## src/rtl/stm_map.svh

```systemverilog
// Register offsets, field positions and reset values of the standard timer
`ifndef STM_MAP_SVH
`define STM_MAP_SVH
`define STM_OFF_CTRL0 12'h000
`define STM_OFF_CTRL1 12'h004
`define STM_OFF_CNTL 12'h008
`define STM_OFF_CNTH 12'h00C
`define STM_OFF_CMPAL 12'h010
`define STM_OFF_CMPAH 12'h014
`define STM_OFF_CMPP 12'h018
`define STM_OFF_FLAGS 12'h01C
`define STM_C0_ON 3
`define STM_C0_PAUSE 7
`define STM_C1_CCLR 0
`define STM_C1_DPX 1
`define STM_C1_POL 2
`define STM_C1_OC 3
`define STM_FLAG_A 0
`define STM_FLAG_P 1
`define STM_RST_BYTE 8'h00
`define STM_PRESCALE_DEF 16'h0001
`endif

```

## src/rtl/stm_pkg.sv

```systemverilog
// Types of the standard timer
package stm_pkg;
  typedef enum logic [1:0] {
    STM_MODE_CMP = 2'h0,
    STM_MODE_CAP = 2'h1,
    STM_MODE_PWM = 2'h2,
    STM_MODE_TMR = 2'h3
  } stm_mode_t;
  typedef struct packed {
    logic [1:0] modeSelect;
    logic [1:0] outputActionSelect;
    logic outputInitialLevel;
    logic outputInvert;
    logic pwmRoleSwap;
    logic clearSourceSelect;
  } stm_ctrl1_t;
  typedef enum {STM_IDLE, STM_RUN} stm_state_t;
endpackage

```

## src/rtl/stm_timer.sv

```systemverilog
// Standard 16-bit timer: compare match, timer/counter and PWM, APB slave
//
// Contract
// - output_invert inverts pin in every mode
// - pwm_role_swap swaps period and duty registers
// - clear_source_select picks A match or P/overflow
// - Overflow clear only when compare_p_value zero
// - clear_source_select ignored outside compare/timer modes
// - P compares with counter bits 15..8
// - Mode 00 is compare match output
// - Clear source zero raises both flags
// - Clear source one raises only A flag
// - Only comparator A changes pin
// - A match sets, clears or toggles pin
// - counter_on rise loads initial pin level
// - Mode 11 like compare, pin unused
// - Mode 10 is PWM, one period one duty
// - PWM raises both match flags
// - PWM polarity, enable/force and invert controls
// - Duty at or above period gives 100%
// - Swapped: duty from P times 256
// - PWM counting continues when pin forced
// - Period clear starts a new PWM period
// - PWM action codes force, force, wave, force
// - counter_on rise clears, fall holds counter
//
// Local design decisions: the APB slave port and the placing of the registers.
`timescale 1ns/1ps
`default_nettype none
`include "stm_map.svh"
module stm_timer #(
  parameter logic [15:0] PRESCALE = `STM_PRESCALE_DEF
) (
  input wire logic ref_clk,
  input wire logic rst,
  input wire logic psel,
  input wire logic penable,
  input wire logic pwrite,
  input wire logic [11:0] paddr,
  input wire logic [31:0] pwdata,
  output logic [31:0] prdata,
  output logic pready,
  output logic pslverr,
  output logic timerOutputPin,
  output logic timerOutputEnable,
  output logic matchAPulse,
  output logic matchPPulse
);
  logic [7:0] ctrl0_q;
  stm_pkg::stm_ctrl1_t ctrl1_q;
  logic [15:0] cmpA_q;
  logic [7:0] compareP_q;
  logic [15:0] count_q;
  logic [15:0] count_d;
  logic [15:0] pre_q;
  logic onPrev_q;
  logic flagA_q;
  logic flagP_q;
  logic pinCmp_q;
  logic pinCmp_d;

  // APB decode; single wait-free access phase
  wire logic apbAccess = psel && penable;
  wire logic apbWr = apbAccess && pwrite;
  wire logic hitCtrl0 = (paddr == `STM_OFF_CTRL0);
  wire logic hitCtrl1 = (paddr == `STM_OFF_CTRL1);
  wire logic hitCntL = (paddr == `STM_OFF_CNTL);
  wire logic hitCntH = (paddr == `STM_OFF_CNTH);
  wire logic hitAL = (paddr == `STM_OFF_CMPAL);
  wire logic hitAH = (paddr == `STM_OFF_CMPAH);
  wire logic hitP = (paddr == `STM_OFF_CMPP);
  wire logic hitFlags = (paddr == `STM_OFF_FLAGS);
  wire logic hitAny = hitCtrl0 | hitCtrl1 | hitCntL | hitCntH | hitAL |
                      hitAH | hitP | hitFlags;
  wire logic [7:0] rdByte =
    hitCtrl0 ? ctrl0_q :
    hitCtrl1 ? ctrl1_q :
    hitCntL ? count_q[7:0] :
    hitCntH ? count_q[15:8] :
    hitAL ? cmpA_q[7:0] :
    hitAH ? cmpA_q[15:8] :
    hitP ? compareP_q :
    hitFlags ? {6'h00, flagP_q, flagA_q} : 8'h00;

  // Mode decode
  wire stm_pkg::stm_mode_t mode = stm_pkg::stm_mode_t'(ctrl1_q.modeSelect);
  wire logic modeCmp = (mode == stm_pkg::STM_MODE_CMP);
  wire logic modeTmr = (mode == stm_pkg::STM_MODE_TMR);
  wire logic modePwm = (mode == stm_pkg::STM_MODE_PWM);
  wire logic counterOn = ctrl0_q[`STM_C0_ON];
  wire logic paused = ctrl0_q[`STM_C0_PAUSE];
  wire logic onRise = counterOn && !onPrev_q;

  // Timer clock enable from the system clock divider
  wire logic tick = (pre_q == PRESCALE - 16'h0001);
  wire logic run = counterOn && !paused && tick && !onRise;

  // Comparators: P matches on the upper byte while the lower byte is zero
  wire logic matchA = run && (count_q + 16'h0001 == cmpA_q);
  wire logic [15:0] nextCnt = count_q + 16'h0001;
  wire logic pZero = (compareP_q == 8'h00);
  // P match on reaching value*256, or on wrap when zero
  wire logic matchP = run && (pZero ? (count_q == 16'hFFFF) :
                      (nextCnt[15:8] == compareP_q &&
                       nextCnt[7:0] == 8'h00));
  wire logic overflow = run && (count_q == 16'hFFFF);

  // Clear selection; clear source only counts in compare/timer modes
  wire logic cmpLike = modeCmp || modeTmr;
  wire logic clrSel = ctrl1_q.clearSourceSelect;
  wire logic clrCmp = clrSel ? matchA :
                      (matchP || (pZero && overflow));
  wire logic periodMatch = ctrl1_q.pwmRoleSwap ? matchA : matchP;
  wire logic clrNow = cmpLike ? clrCmp :
                      modePwm ? periodMatch : overflow;
  wire logic setA = matchA;
  wire logic setP = matchP && !(cmpLike && clrSel);

  // PWM duty compare: active from period start until duty reached
  wire logic [16:0] dutyVal = ctrl1_q.pwmRoleSwap ?
    (pZero ? 17'h10000 : {1'b0, compareP_q, 8'h00}) :
    {1'b0, cmpA_q};
  wire logic [16:0] periodVal = ctrl1_q.pwmRoleSwap ? {1'b0, cmpA_q} :
    (pZero ? 17'h10000 : {1'b0, compareP_q, 8'h00});
  wire logic dutyFull = (dutyVal >= periodVal);
  wire logic pwmActive = dutyFull || ({1'b0, count_q} < dutyVal);
  wire logic ocLevel = ctrl1_q.outputInitialLevel;
  wire logic [1:0] ioSel = ctrl1_q.outputActionSelect;
  // Code 11 drives inactive, the same as code 00
  wire logic pwmLogical = (ioSel == 2'h1) ? 1'b1 :
                          (ioSel == 2'h2) ? pwmActive : 1'b0;
  wire logic pwmLevel = ocLevel ? pwmLogical : !pwmLogical;
  wire logic pinRaw = modePwm ? pwmLevel : pinCmp_q;
  wire logic pinOut = pinRaw ^ ctrl1_q.outputInvert;

  always_comb begin
    pinCmp_d = pinCmp_q;
    if (onRise && modeCmp) begin
      pinCmp_d = ocLevel;
    end else if (modeCmp && matchA) begin
      case (ioSel)
        2'h1: pinCmp_d = 1'b0;
        2'h2: pinCmp_d = 1'b1;
        2'h3: pinCmp_d = !pinCmp_q;
        default: pinCmp_d = pinCmp_q;
      endcase
    end
  end

  always_comb begin
    count_d = count_q;
    if (onRise) begin
      count_d = 16'h0000;
    end else if (clrNow) begin
      count_d = 16'h0000;
    end else if (run) begin
      count_d = nextCnt;
    end
  end

  always_ff @(posedge ref_clk) begin
    if (rst) begin
      pre_q <= 16'h0000;
    end else if (tick) begin
      pre_q <= 16'h0000;
    end else begin
      pre_q <= pre_q + 16'h0001;
    end
  end

  always_ff @(posedge ref_clk) begin
    if (rst) begin
      count_q <= 16'h0000;
      onPrev_q <= 1'b0;
      pinCmp_q <= 1'b0;
    end else begin
      count_q <= count_d;
      onPrev_q <= counterOn;
      pinCmp_q <= pinCmp_d;
    end
  end

  // Flag set wins over a same-cycle write-one-to-clear
  always_ff @(posedge ref_clk) begin
    if (rst) begin
      flagA_q <= 1'b0;
      flagP_q <= 1'b0;
    end else begin
      flagA_q <= setA ||
        (flagA_q && !(apbWr && hitFlags && pwdata[`STM_FLAG_A]));
      flagP_q <= setP ||
        (flagP_q && !(apbWr && hitFlags && pwdata[`STM_FLAG_P]));
    end
  end

  always_ff @(posedge ref_clk) begin
    if (rst) begin
      ctrl0_q <= `STM_RST_BYTE;
      ctrl1_q <= `STM_RST_BYTE;
      cmpA_q <= {`STM_RST_BYTE, `STM_RST_BYTE};
      compareP_q <= `STM_RST_BYTE;
    end else if (apbWr) begin
      if (hitCtrl0) ctrl0_q <= {pwdata[7:3], 3'h0};
      if (hitCtrl1) ctrl1_q <= pwdata[7:0];
      if (hitAL) cmpA_q[7:0] <= pwdata[7:0];
      if (hitAH) cmpA_q[15:8] <= pwdata[7:0];
      if (hitP) compareP_q <= pwdata[7:0];
    end
  end

  always_ff @(posedge ref_clk) begin
    if (rst) begin
      prdata <= 32'h0000_0000;
      pready <= 1'b0;
      pslverr <= 1'b0;
      timerOutputPin <= 1'b0;
      timerOutputEnable <= 1'b1;
      matchAPulse <= 1'b0;
      matchPPulse <= 1'b0;
    end else begin
      prdata <= {24'h000000, rdByte};
      pready <= 1'b1;
      // Taken in setup so it stands at the access edge
      pslverr <= psel && !hitAny;
      timerOutputPin <= pinOut;
      // Enable low while driving; pin released in timer/counter mode
      timerOutputEnable <= !(modeCmp || modePwm);
      matchAPulse <= setA;
      matchPPulse <= setP;
    end
  end
endmodule // stm_timer
`default_nettype wire

```

## config.mk

```make
export PLATFORM = sky130hd
export DESIGN_NAME = stm_timer
export DESIGN_NICKNAME = d
export VERILOG_FILES = /design/src/rtl/stm_pkg.sv /design/src/rtl/stm_timer.sv
export VERILOG_INCLUDE_DIRS = /design/src /design/src/rtl
export SDC_FILE = /design/constraint.sdc
export NUM_CORES = 1
export LEC_CHECK = 0
export ABC_AREA = 1
export BUFFER_PORTS_ARGS = -buffer_cell sky130_fd_sc_hd__clkbuf_2
export CORE_UTILIZATION = 58
export DETAILED_ROUTE_END_ITERATION = 10
export HOLD_SLACK_MARGIN = 0.15
export PLACE_DENSITY = 0.91
export SLEW_MARGIN = 40
export SYNTH_ARGS = -nofsm -noshare
export SYNTH_HDL_FRONTEND = slang
export SYNTH_SLANG_ARGS = --single-unit
```

## constraint.sdc

```tcl
create_clock -name ref_clk -period 4.2 [get_ports ref_clk]
set_clock_uncertainty 0.05 [all_clocks]
set_input_delay 0.21 -clock ref_clk [delete_from_list [all_inputs] [get_ports ref_clk]]
set_output_delay 0.21 -clock ref_clk [all_outputs]
set_load 0.01 [all_outputs]
```

=== Yosys cells after proc, flatten, opt, wreduce, memory -nomap -nowiden ===
Cells that the tools add are included.

* $add $sub $neg: 2
* $lt $le $gt $ge: 2
* Eq/ne operators: 15
* Multiplexer cells: 24
* Bitwise operators: 8
* Reductions and logical operators: 52

{| class="wikitable"
|+ Operators with widths
! kind !! number
|-
| 8-bit two-way mux || 7
|-
| 17-bit two-way mux || 3
|-
| 12-bit by 5-bit == test with 1-bit output (second input constant) || 4
|-
| 16-bit by 1-bit adder with 16-bit output (second input constant) || 2
|-
| 12-bit by 4-bit == test with 1-bit output (second input constant) || 2
|-
| 1-bit logical AND || 21
|-
| 17-bit >= comparator || 1
|-
| 16-bit by 17-bit < comparator with 1-bit output || 1
|-
| 16-bit == test || 1
|-
| 16-bit == test (second input constant) || 1
|-
| 16-bit logical NOT || 1
|-
| 8-bit logical NOT || 2
|-
| 12-bit by 3-bit == test with 1-bit output (second input constant) || 1
|-
| 12-bit logical NOT || 1
|-
| 1-bit two-way mux || 12
|-
| 2-bit AND reduction || 6
|-
| 1-bit logical NOT || 10
|-
| 2-bit == test (second input constant) || 4
|-
| 8-bit == test || 1
|-
| 1-bit OR || 7
|-
| 1-bit logical OR || 6
|-
| 4-bit nonzero test || 1
|-
| 1-bit one-hot mux with 3 select lines || 1
|-
| 3-bit OR reduction || 1
|-
| other kinds (6) || 6
|}

* Register bits: 111
* Output and inout bits: 38
* Word-level logic and storage cells: 127

=== Logic depth before layout (Yosys ltp) ===
Gate-level depths: netlist (run 1).

* Depth in word-level cells: 11
* Mapped depth: 21

=== Least setup slack after synthesis (run 1) ===
No wires, ideal clock.

* Path kind: register to register
* Start point: reg ctrl1_q[1] (netlist bit)
* End point: reg timerOutputPin
* Library setup time: 0.115 ns
* Arrival time: 2.277 ns
* Data required time: 4.035 ns
* Slack: 1.758 ns
* Cell stages (with the launch flop): 19
* Path buffers: 2
* Clock period less this slack: 2.442 ns
* Path through: dfxtp_1 -> clkbuf_1 -> clkbuf_1 -> o21ai_0 -> ha_1 -> nand2_1 -> inv_1 -> o21bai_1 -> nand2_1 -> a21boi_0 -> nand3_1 -> a21oi_1 -> nand2_1 -> nand2_1 -> nand2_1 -> nand2_1 -> nand3_1 -> a21oi_1 -> nor2_1

* Longest elaborated chain between the ends: 9
* Elaborated cells between the ends (all ways): 11
* Classes of those cells: 2 x order compare; 6 x mux; 1 x bitwise; 2 x reduce/logical

{| class="wikitable"
|+ Ends and longest elaborated chain
! element !! RTL line !! RTL
|-
| from (decl) || stm_timer.sv:50 || <nowiki>stm_pkg::stm_ctrl1_t ctrl1_q;</nowiki>
|-
| from (signal assigned) || stm_timer.sv:199 || <nowiki>ctrl1_q <= `STM_RST_BYTE;</nowiki>
|-
| from (signal assigned) || stm_timer.sv:204 || <nowiki>if (hitCtrl1) ctrl1_q <= pwdata[7:0];</nowiki>
|-
| 17-bit two-way mux, on equally long branches || stm_timer.sv:120, stm_timer.sv:123 ||
|-
| 17-bit >= comparator or 16-bit by 17-bit < comparator with 1-bit output (tied branches) || stm_timer.sv:125, stm_timer.sv:126 ||
|-
| 1-bit logical OR (*) || stm_timer.sv:126 || <nowiki>wire logic pwmActive = dutyFull || ({1'b0, count_q} < dutyVal);</nowiki>
|-
| 1-bit two-way mux (*) || stm_timer.sv:131 || <nowiki>(ioSel == 2'h2) ? pwmActive : 1'b0;</nowiki>
|-
| 1-bit two-way mux (*) || stm_timer.sv:130 || <nowiki>wire logic pwmLogical = (ioSel == 2'h1) ? 1'b1 :</nowiki>
|-
| 1-bit logical NOT || stm_timer.sv:132 || <nowiki>wire logic pwmLevel = ocLevel ? pwmLogical : !pwmLogical;</nowiki>
|-
| 1-bit two-way mux (*) || stm_timer.sv:132 ||
|-
| 1-bit two-way mux (*) || stm_timer.sv:133 || <nowiki>wire logic pinRaw = modePwm ? pwmLevel : pinCmp_q;</nowiki>
|-
| 1-bit XOR (*) || stm_timer.sv:134 || <nowiki>wire logic pinOut = pinRaw ^ ctrl1_q.outputInvert;</nowiki>
|-
| to (signal assigned) || stm_timer.sv:225 || <nowiki>timerOutputPin <= pinOut;</nowiki>
|-
| to (decl) || stm_timer.sv:44 || <nowiki>output logic timerOutputPin,</nowiki>
|}

Every way passes the cells marked *; elsewhere a longest branch is shown, timed or not.
A chain may end at the register's enable or synchronous reset.

=== Final worst setup path (run 1) ===
* Start point: reg count_q[0]
* End point: reg count_q[2]

* Longest elaborated chain between the ends: 9
* Elaborated cells between the ends (all ways): 17
* Classes of those cells: 1 x add/sub; 3 x eq/ne; 5 x mux; 8 x reduce/logical

{| class="wikitable"
|+ Ends and longest elaborated chain
! element !! RTL line !! RTL
|-
| from (decl) || stm_timer.sv:53 || <nowiki>logic [15:0] count_q;</nowiki>
|-
| from (signal assigned) || stm_timer.sv:177 || <nowiki>count_q <= count_d;</nowiki>
|-
| 16-bit by 1-bit adder with 16-bit output || stm_timer.sv:99, stm_timer.sv:100 ||
|-
| 8-bit == test or 8-bit logical NOT (tied branches) || stm_timer.sv:104, stm_timer.sv:105 ||
|-
| 1-bit logical AND || stm_timer.sv:104 || <nowiki>(nextCnt[15:8] == compareP_q &&</nowiki>
|-
| 1-bit two-way mux || stm_timer.sv:103 || <nowiki>wire logic matchP = run && (pZero ? (count_q == 16'hFFFF) :</nowiki>
|-
| 1-bit logical AND || stm_timer.sv:103 ||
|-
| 1-bit two-way mux or 1-bit logical OR (tied branches) || stm_timer.sv:113, stm_timer.sv:112 ||
|-
| 1-bit two-way mux, on equally long branches || stm_timer.sv:115, stm_timer.sv:111 ||
|-
| 1-bit two-way mux || stm_timer.sv:114 || <nowiki>wire logic clrNow = cmpLike ? clrCmp :</nowiki>
|-
| 3-bit OR reduction (no line) || -- ||
|}

Several ways; a longest one is shown, not always the timed one.

==> metrics, run 1 <==
status completed; Syn Area/Cell 6.348 um^2; worst-path cell chain ha_1, nand3_1, nor2_1, nand4_1, nand2_1, nand2_1, nand2_1, nand2_1, nor2_1, nand3_1, a21oi_1, nand2_1, nand2_1, nand2_2, nand2_4, nor2_1; post-route minimum period between 3 and 4 ns; clk slew on worst S/H paths approximately 0.10 ns; pwr/cell area about 230 nW/um^2; largest net degree at the start of global routing 31; Max Cap Viol 0; IO buf count 38; Detailed Place HPWL around 14,000 um; drt drc 0; WHS Endpoint ctrl0_q[7]$_SDFFE_PP0P_; CTS tree built; met3 wire len between 2000 and 2500 um; final hold vios 0; Worst R2R Start count_q[0]$_SDFFE_PP0P_; Site Rows 36; ranking of synthesized cells by area dfxtp_1, nand2_1, inv_1; Tot GR Track Use between 30% and 40%; starting density of the core roughly three fifths; cell mode on critical path nand2_1; # hold bufs at CTS 7; R2R Path End count_q[2]$_SDFFE_PP0P_; Avg WL per Cell roughly 16 um; CP max FO 16; ANT cells 0; Final nets between 1,000 and 1,500; Hold/Removal Path Class in -> reg; CP Launch Type flop; met2 WL 7818 um; Synth top area share just under 30%; WP data required 4.43 ns; slew margin rel. roughly 47%; first-pass GRT wire length a little under 30,000 um; Resized Gates After CTS 0; crit-path leading delay family simple AND/OR/NAND/NOR gates; RSZ-0062 raised after global routing false; Leak roughly 2.8 nW; Most used DFF post-synth dfxtp_1; top sig layer met4; crit path DAT 3.49 ns; routability cong. about 1.1; CTS sink count 87; Max VDD drop ~0.21 mV; die width about 100 um; placed insts about 1,100; Async S/R FF share, synth 0%; number of synthesized register bits 87; Die ar. around 11,000 um^2; Area growth syn-to-layout 7.567%; setup repair bufs after CTS 0; sequential element share of the synthesized area 29.10%; Post-DRT Antenna Nets 0; area leader, netlist dfxtp_1; DIE HEIGHT ~100 um; # setup viols final 0; First DRT Iteration DRCs roughly 770; worst slack, placed approximately 1.1 ns; Synth Cell Area 5986 um^2; detailed-route via count 6,546; vias in the first global route slightly below 6,000; drt first pass iters 6; Num CTS Buffers 9; slowest CP cell dfxtp_1; Tightest Pin Transition between 0.7 and 0.8 ns; H-tree depth 3; Final Non-Filler Cells 1,119; final worst setup slack 0.9402 ns; synth unique cells 42; sum of negative setup slack 0 ns; worst reg2reg path depth 16; number of synthesized flops with an enable pin 0; Max Slew Vio Count 0; grt total ovfl 0; CP Capture Type flop; drt total wl roughly 18,000 um; FMAX 306.8 MHz; Final Cycle Share ~78%; critical path class reg -> reg; CP Buf/Inv Count 0; maximum buffer depth of the clock tree 2; routed vias/inst 5.850; fraction of layout cells with a size suffix above 1 a little under a tenth; I/O pins 87; Clock Latency Late Sink a little under 0.4 ns; hold path depth 3; CTS root buf clkbuf_8; Yosys warning count 0; core area about 9900 um^2; wire length on met1 between 7000 and 8000 um; Syn Inst Count between 900 and 1,000; worst stage delay on the critical path approximately 0.54 ns; min-delay src pwdata[7]; initial antenna violation count 0; setup slack, reg-to-reg around 0.94 ns
-- metal layers --
layer / vias up / GRT usage, %
li1: 3128 / -
met1: 2942 / 43.61
met2: 382 / 53.16
met3: 94 / 8.811
met4: 0 / 18.94
met5: - / 0
-- cell usage in the layout, fill, tap and decap left out, types with 9 or more instances in the layout --
master	n
nand4_1	19
dfxtp_1	86
inv_1	135
nor3_1	12
a21oi_1	58
nand3_1	83
nor2_2	16
clkbuf_2	38
ha_1	29
clkbuf_8	9
nor2_1	99
nand2_1	207
o21ai_0	79
conb_1	24
-- power by group --
| part | switching, mW | internal, mW | leakage [nW] |
|---|---|---|---|
| registers | 0.000479 | 0.826 | 0.702 |
| clock network | 0.372 | 0.234 | 0.0970 |
| logic | 0.0531 | 0.0205 | 2.02 |
| total | 0.426 | 1.08 | 2.81 |
-- per-stage QoR --
step / total power, mW / area, um^2 / utilization, % / hold slack [ns]
finish: 1.505 / 6439 / 64.97 / 0.1666
global placement: 0.9102 / 6171 / 62.27 / 0.3813
detailed placement: 0.9100 / 6171 / 62.27 / 0.3881
global route: 1.544 / 6439 / 64.97 / 0.1736
floorplan: 0.9001 / 6072 / - / 0.3032
CTS: 1.502 / 6437 / 64.96 / 0.1566
-- cell families after synthesis --
family	Yosys count	share of synthesized area, %
buffers and inverters	181	13.27
AND/OR/NAND/NOR	462	34.03
other	1	0.06265
adder cells (fa/ha/maj)	29	6.062
XOR/XNOR	6	0.8779
AO/OA/AOI/OAI	177	16.60
flip-flops	87	29.10
-- cell type report --
| cell class | instances | area (um^2) |
|---|---|---|
| tap | 133 | 166.4 |
| clock buffer | 9 | 123.9 |
| fill | 935 | 3471 |
| inverter | 137 | 514.2 |
| multi-input combinational | 698 | 3536 |
| timing repair buffer | 48 | 282.8 |
| clock inverter | 7 | 72.57 |
| sequential | 87 | 1743 |
-- state kept, by name, summed over array words and instances (netlist names), 2 cells and up --
| register | count |
|---|---|
| cmpA_q | 16 |
| ioSel | 2 |
| count_q | 16 |
| ctrl0_q | 5 |
| pre_q | 16 |
| compareP_q | 8 |
| prdata | 8 |
| mode | 2 |
| ctrl1_q | 2 |
-- cell usage after synthesis, types with 12 or more instances --
master    count
nand2_1     207
inv_1       135
nor2_1       99
dfxtp_1      87
nand3_1      83
o21ai_0      79
a21oi_1      58
ha_1         29
buf_4        24
nand4_1      19
clkbuf_1     16
nor2_2       16
nor3_1       12
-- worst min-delay path: cells and delay by family --
| kind | cells | cell delay, ns |
|---|---|---|
| AND/OR/NAND/NOR | 1 | 0.12 |
| buffers and inverters | 1 | 0.17 |
| AO/OA/AOI/OAI | 1 | 0.06 |
-- worst max-delay path by stage --
| stage | startpoint | endpoint | slack, ns | depth (start not counted) |
|---|---|---|---|---|
| after floorplan | ctrl1_q[1]$_SDFFE_PP0P_ | timerOutputPin$_SDFF_PP0_ | 1.76 | 18 |
| after global placement | count_q[0]$_SDFFE_PP0P_ | count_q[5]$_SDFFE_PP0P_ | 1.16 | 16 |
| after detailed placement | ctrl1_q[1]$_SDFFE_PP0P_ | timerOutputPin$_SDFF_PP0_ | 1.08 | 15 |
| after CTS | ctrl1_q[1]$_SDFFE_PP0P_ | timerOutputPin$_SDFF_PP0_ | 1.07 | 15 |
| after global routing | count_q[0]$_SDFFE_PP0P_ | count_q[2]$_SDFFE_PP0P_ | 0.82 | 16 |
| final | count_q[0]$_SDFFE_PP0P_ | count_q[2]$_SDFFE_PP0P_ | 0.94 | 16 |
Note: power is estimated with default switching activity, not from simulation.
==> inputs of run 2 (changes only) <==
==> constraint.sdc (replaced) <==
create_clock -name ref_clk -period 3.35 [get_ports ref_clk]
set_clock_uncertainty 0.05 [all_clocks]
set_input_delay 0.1675 -clock ref_clk [delete_from_list [all_inputs] [get_ports ref_clk]]
set_output_delay 0.1675 -clock ref_clk [all_outputs]
set_load 0.01 [all_outputs]
==> metrics, run 2 (same netlist as run 1, synthesis figures left out) <==
setup repair bufs after CTS 0 (unchanged); R2R Path End count_q[3]$_SDFFE_PP0P_; routability cong. 1.077 (+2.3%); commonest non-fill, non-tap cell in the layout nand2_1; Worst R2R Start count_q[1]$_SDFFE_PP0P_; detailed-route via count 6,320 (-3.5%); Largest regs cmpA_q x16, count_q x16, pre_q x16; RSZ-0062 raised after global routing false; die width 103.6 um (unchanged); setup slack, reg-to-reg 0.32 ns (-0.62 ns); First DRT Iteration DRCs 577 (-25%); final hold vios 0 (unchanged); # setup viols final 0 (unchanged); sum of negative setup slack 0 ns (unchanged); pwr/cell area 285.1 nW/um^2 (+22%); Design Area, Final 6506 um^2 (+1.0%); slew margin rel. 60.54% (+14 points); first-pass GRT wire length 28,660 um (-0.95%); CTS sink count 87 (unchanged); starting density of the core 60.40% (unchanged); Max VDD drop 0.2916 mV (+40%); maximum buffer depth of the clock tree 2 (unchanged); met3 wire len 1614 um (-27%); DIE HEIGHT 103.6 um (unchanged); CTS tree built; critical path class reg -> reg; routed vias/inst 5.603 (-4.2%); grt total ovfl 0 (unchanged); worst stage delay on the critical path 0.45 ns (-0.09 ns); Max Slew Vio Count 0 (unchanged); Tightest Pin Transition 0.5865 ns (-0.2061 ns); worst-path cell chain ha_1, nand2_1, nor2_4, nand4_1, nand2_1, nand2_1, nand2_1, nand4_1, nor2_1, nand3_1, o21ai_0, nor2_2, nand2_4, nor2_1; I/O pins 87 (unchanged); WHS Endpoint prdata[0]$_SDFF_PP0_; core area 9910 um^2 (unchanged); met2 WL 8351 um (+6.8%); hold path depth 4 (+1); Die ar. 10,730 um^2 (unchanged); min-delay src paddr[2]; H-tree depth 3 (unchanged); CP max FO 16 (unchanged); Hold/Removal Path Class in -> reg; CTS root buf clkbuf_8; top sig layer met4; largest net degree at the start of global routing 40 (+29%); placed insts 1,103 (+0.64%); CP Buf/Inv Count 0 (unchanged); CP Capture Type flop; IO buf count 38 (unchanged); WP data required 3.57 ns (-0.86 ns); Leak 2.855 nW (+1.4%); drt total wl 18,130 um (about the same); wire length on met1 7329 um (+3.2%); Post-DRT Antenna Nets 0 (unchanged); Site Rows 36 (unchanged); drt drc 0 (unchanged); post-route minimum period 3.032 ns (-0.2283 ns); most frequent cells in the layout nand2_1, inv_1, nor2_1, dfxtp_1, nand3_1; slowest CP cell dfxtp_1; ANT cells 0 (unchanged); Tot GR Track Use 34.36% (about the same); Final Cycle Share 90.49% (+13 points); fraction of layout cells with a size suffix above 1 9.849% (+0.62 points); drt first pass iters 8 (+2); Final Non-Filler Cells 1,128 (+0.80%); clk slew on worst S/H paths 0.09 ns (about the same); Avg WL per Cell 16.07 um (-0.83%); cell mode on critical path nand2_1; vias in the first global route 5,750 (-1.2%); worst reg2reg path depth 14 (-2); DP Area 6223 um^2 (+0.85%); Clock Latency Late Sink 0.38 ns (about the same); FMAX 329.9 MHz (+7.5%); crit path DAT 3.25 ns (-0.24 ns); Detailed Place HPWL 14,310 um (+5.0%); crit-path leading delay family simple AND/OR/NAND/NOR gates; initial antenna violation count 0 (unchanged); status completed; Num CTS Buffers 9 (unchanged); Final nets 1,068 (+0.85%); Max Cap Viol 0 (unchanged); Area growth syn-to-layout 8.696%; CP Launch Type flop
[run 2: cell count changes in the layout (fill, tap and decap cells not counted)]
cell	delta
clkinvlp_4	+1
inv_6	-1
clkinv_4	-1
dlygate4sd3_1	+2
buf_4	+7
clkinv_2	+1
[run 2: how the worst max path moves through the flow]
stage	startpoint	to	slack, ns	cells after the start
3_3_place_gp	count_q[1]$_SDFFE_PP0P_	count_q[4]$_SDFFE_PP0P_	0.47	14
4_1_cts	ctrl1_q[1]$_SDFFE_PP0P_	timerOutputPin$_SDFF_PP0_	0.35	14
3_5_place_dp	ctrl1_q[1]$_SDFFE_PP0P_	timerOutputPin$_SDFF_PP0_	0.37	15
6_report	count_q[1]$_SDFFE_PP0P_	count_q[3]$_SDFFE_PP0P_	0.32	14
5_1_grt	count_q[1]$_SDFFE_PP0P_	count_q[4]$_SDFFE_PP0P_	0.14	18
2_1_floorplan	ctrl1_q[1]$_SDFFE_PP0P_	timerOutputPin$_SDFF_PP0_	0.91	18
[run 2: per-layer routing]
layer / vias to the layer above / track usage, %
met2: 270 / 55.23
li1: 3159 / -
met3: 68 / 8.307
met1: 2823 / 41.99
met5: - / 0
met4: 0 / 19.46
[run 2: what timing repair did]
| item | CTS | global route |
|---|---|---|
| gates resized for setup | 0 | 1 |
| hold endpoints to repair | 18 | 0 |
| setup endpoints to repair | 0 | 1 |
| hold buffers | 9 | 0 |
[run 2: power breakdown]
part | switching (mW) | internal [mW] | total [mW]
logic | 0.0657 | 0.0271 | 0.0929
clock network | 0.439 | 0.287 | 0.726
registers | 0.000571 | 1.04 | 1.04
total | 0.506 | 1.35 | 1.86
[run 2: layout make-up]
type	count	area (um^2)
clock buffer	9	123.9
multi-input combinational	698	3536
fill	952	3403
sequential	87	1743
inverter	137	514.2
tap	133	166.4
timing repair buffer	57	355.3
clock inverter	7	67.56
[run 2: worst min-delay path, cell delays in order]
cell and delay [ns]:
clkbuf_2 0.15, nor3_1 0.11, nand2_1 0.06, a31oi_1 0.08
[run 2: metrics by stage]
stage	hold WS, ns	power [mW]	util, %	setup WS (ns)
CTS	0.1656	1.860	65.64	0.3525
detailed placement	0.3891	1.142	62.80	0.3650
floorplan	0.2607	1.129	-	0.9079
finish	0.1778	1.855	65.66	0.3185
global route	0.1946	1.913	65.66	0.1371
global placement	0.3834	1.141	62.80	0.4688
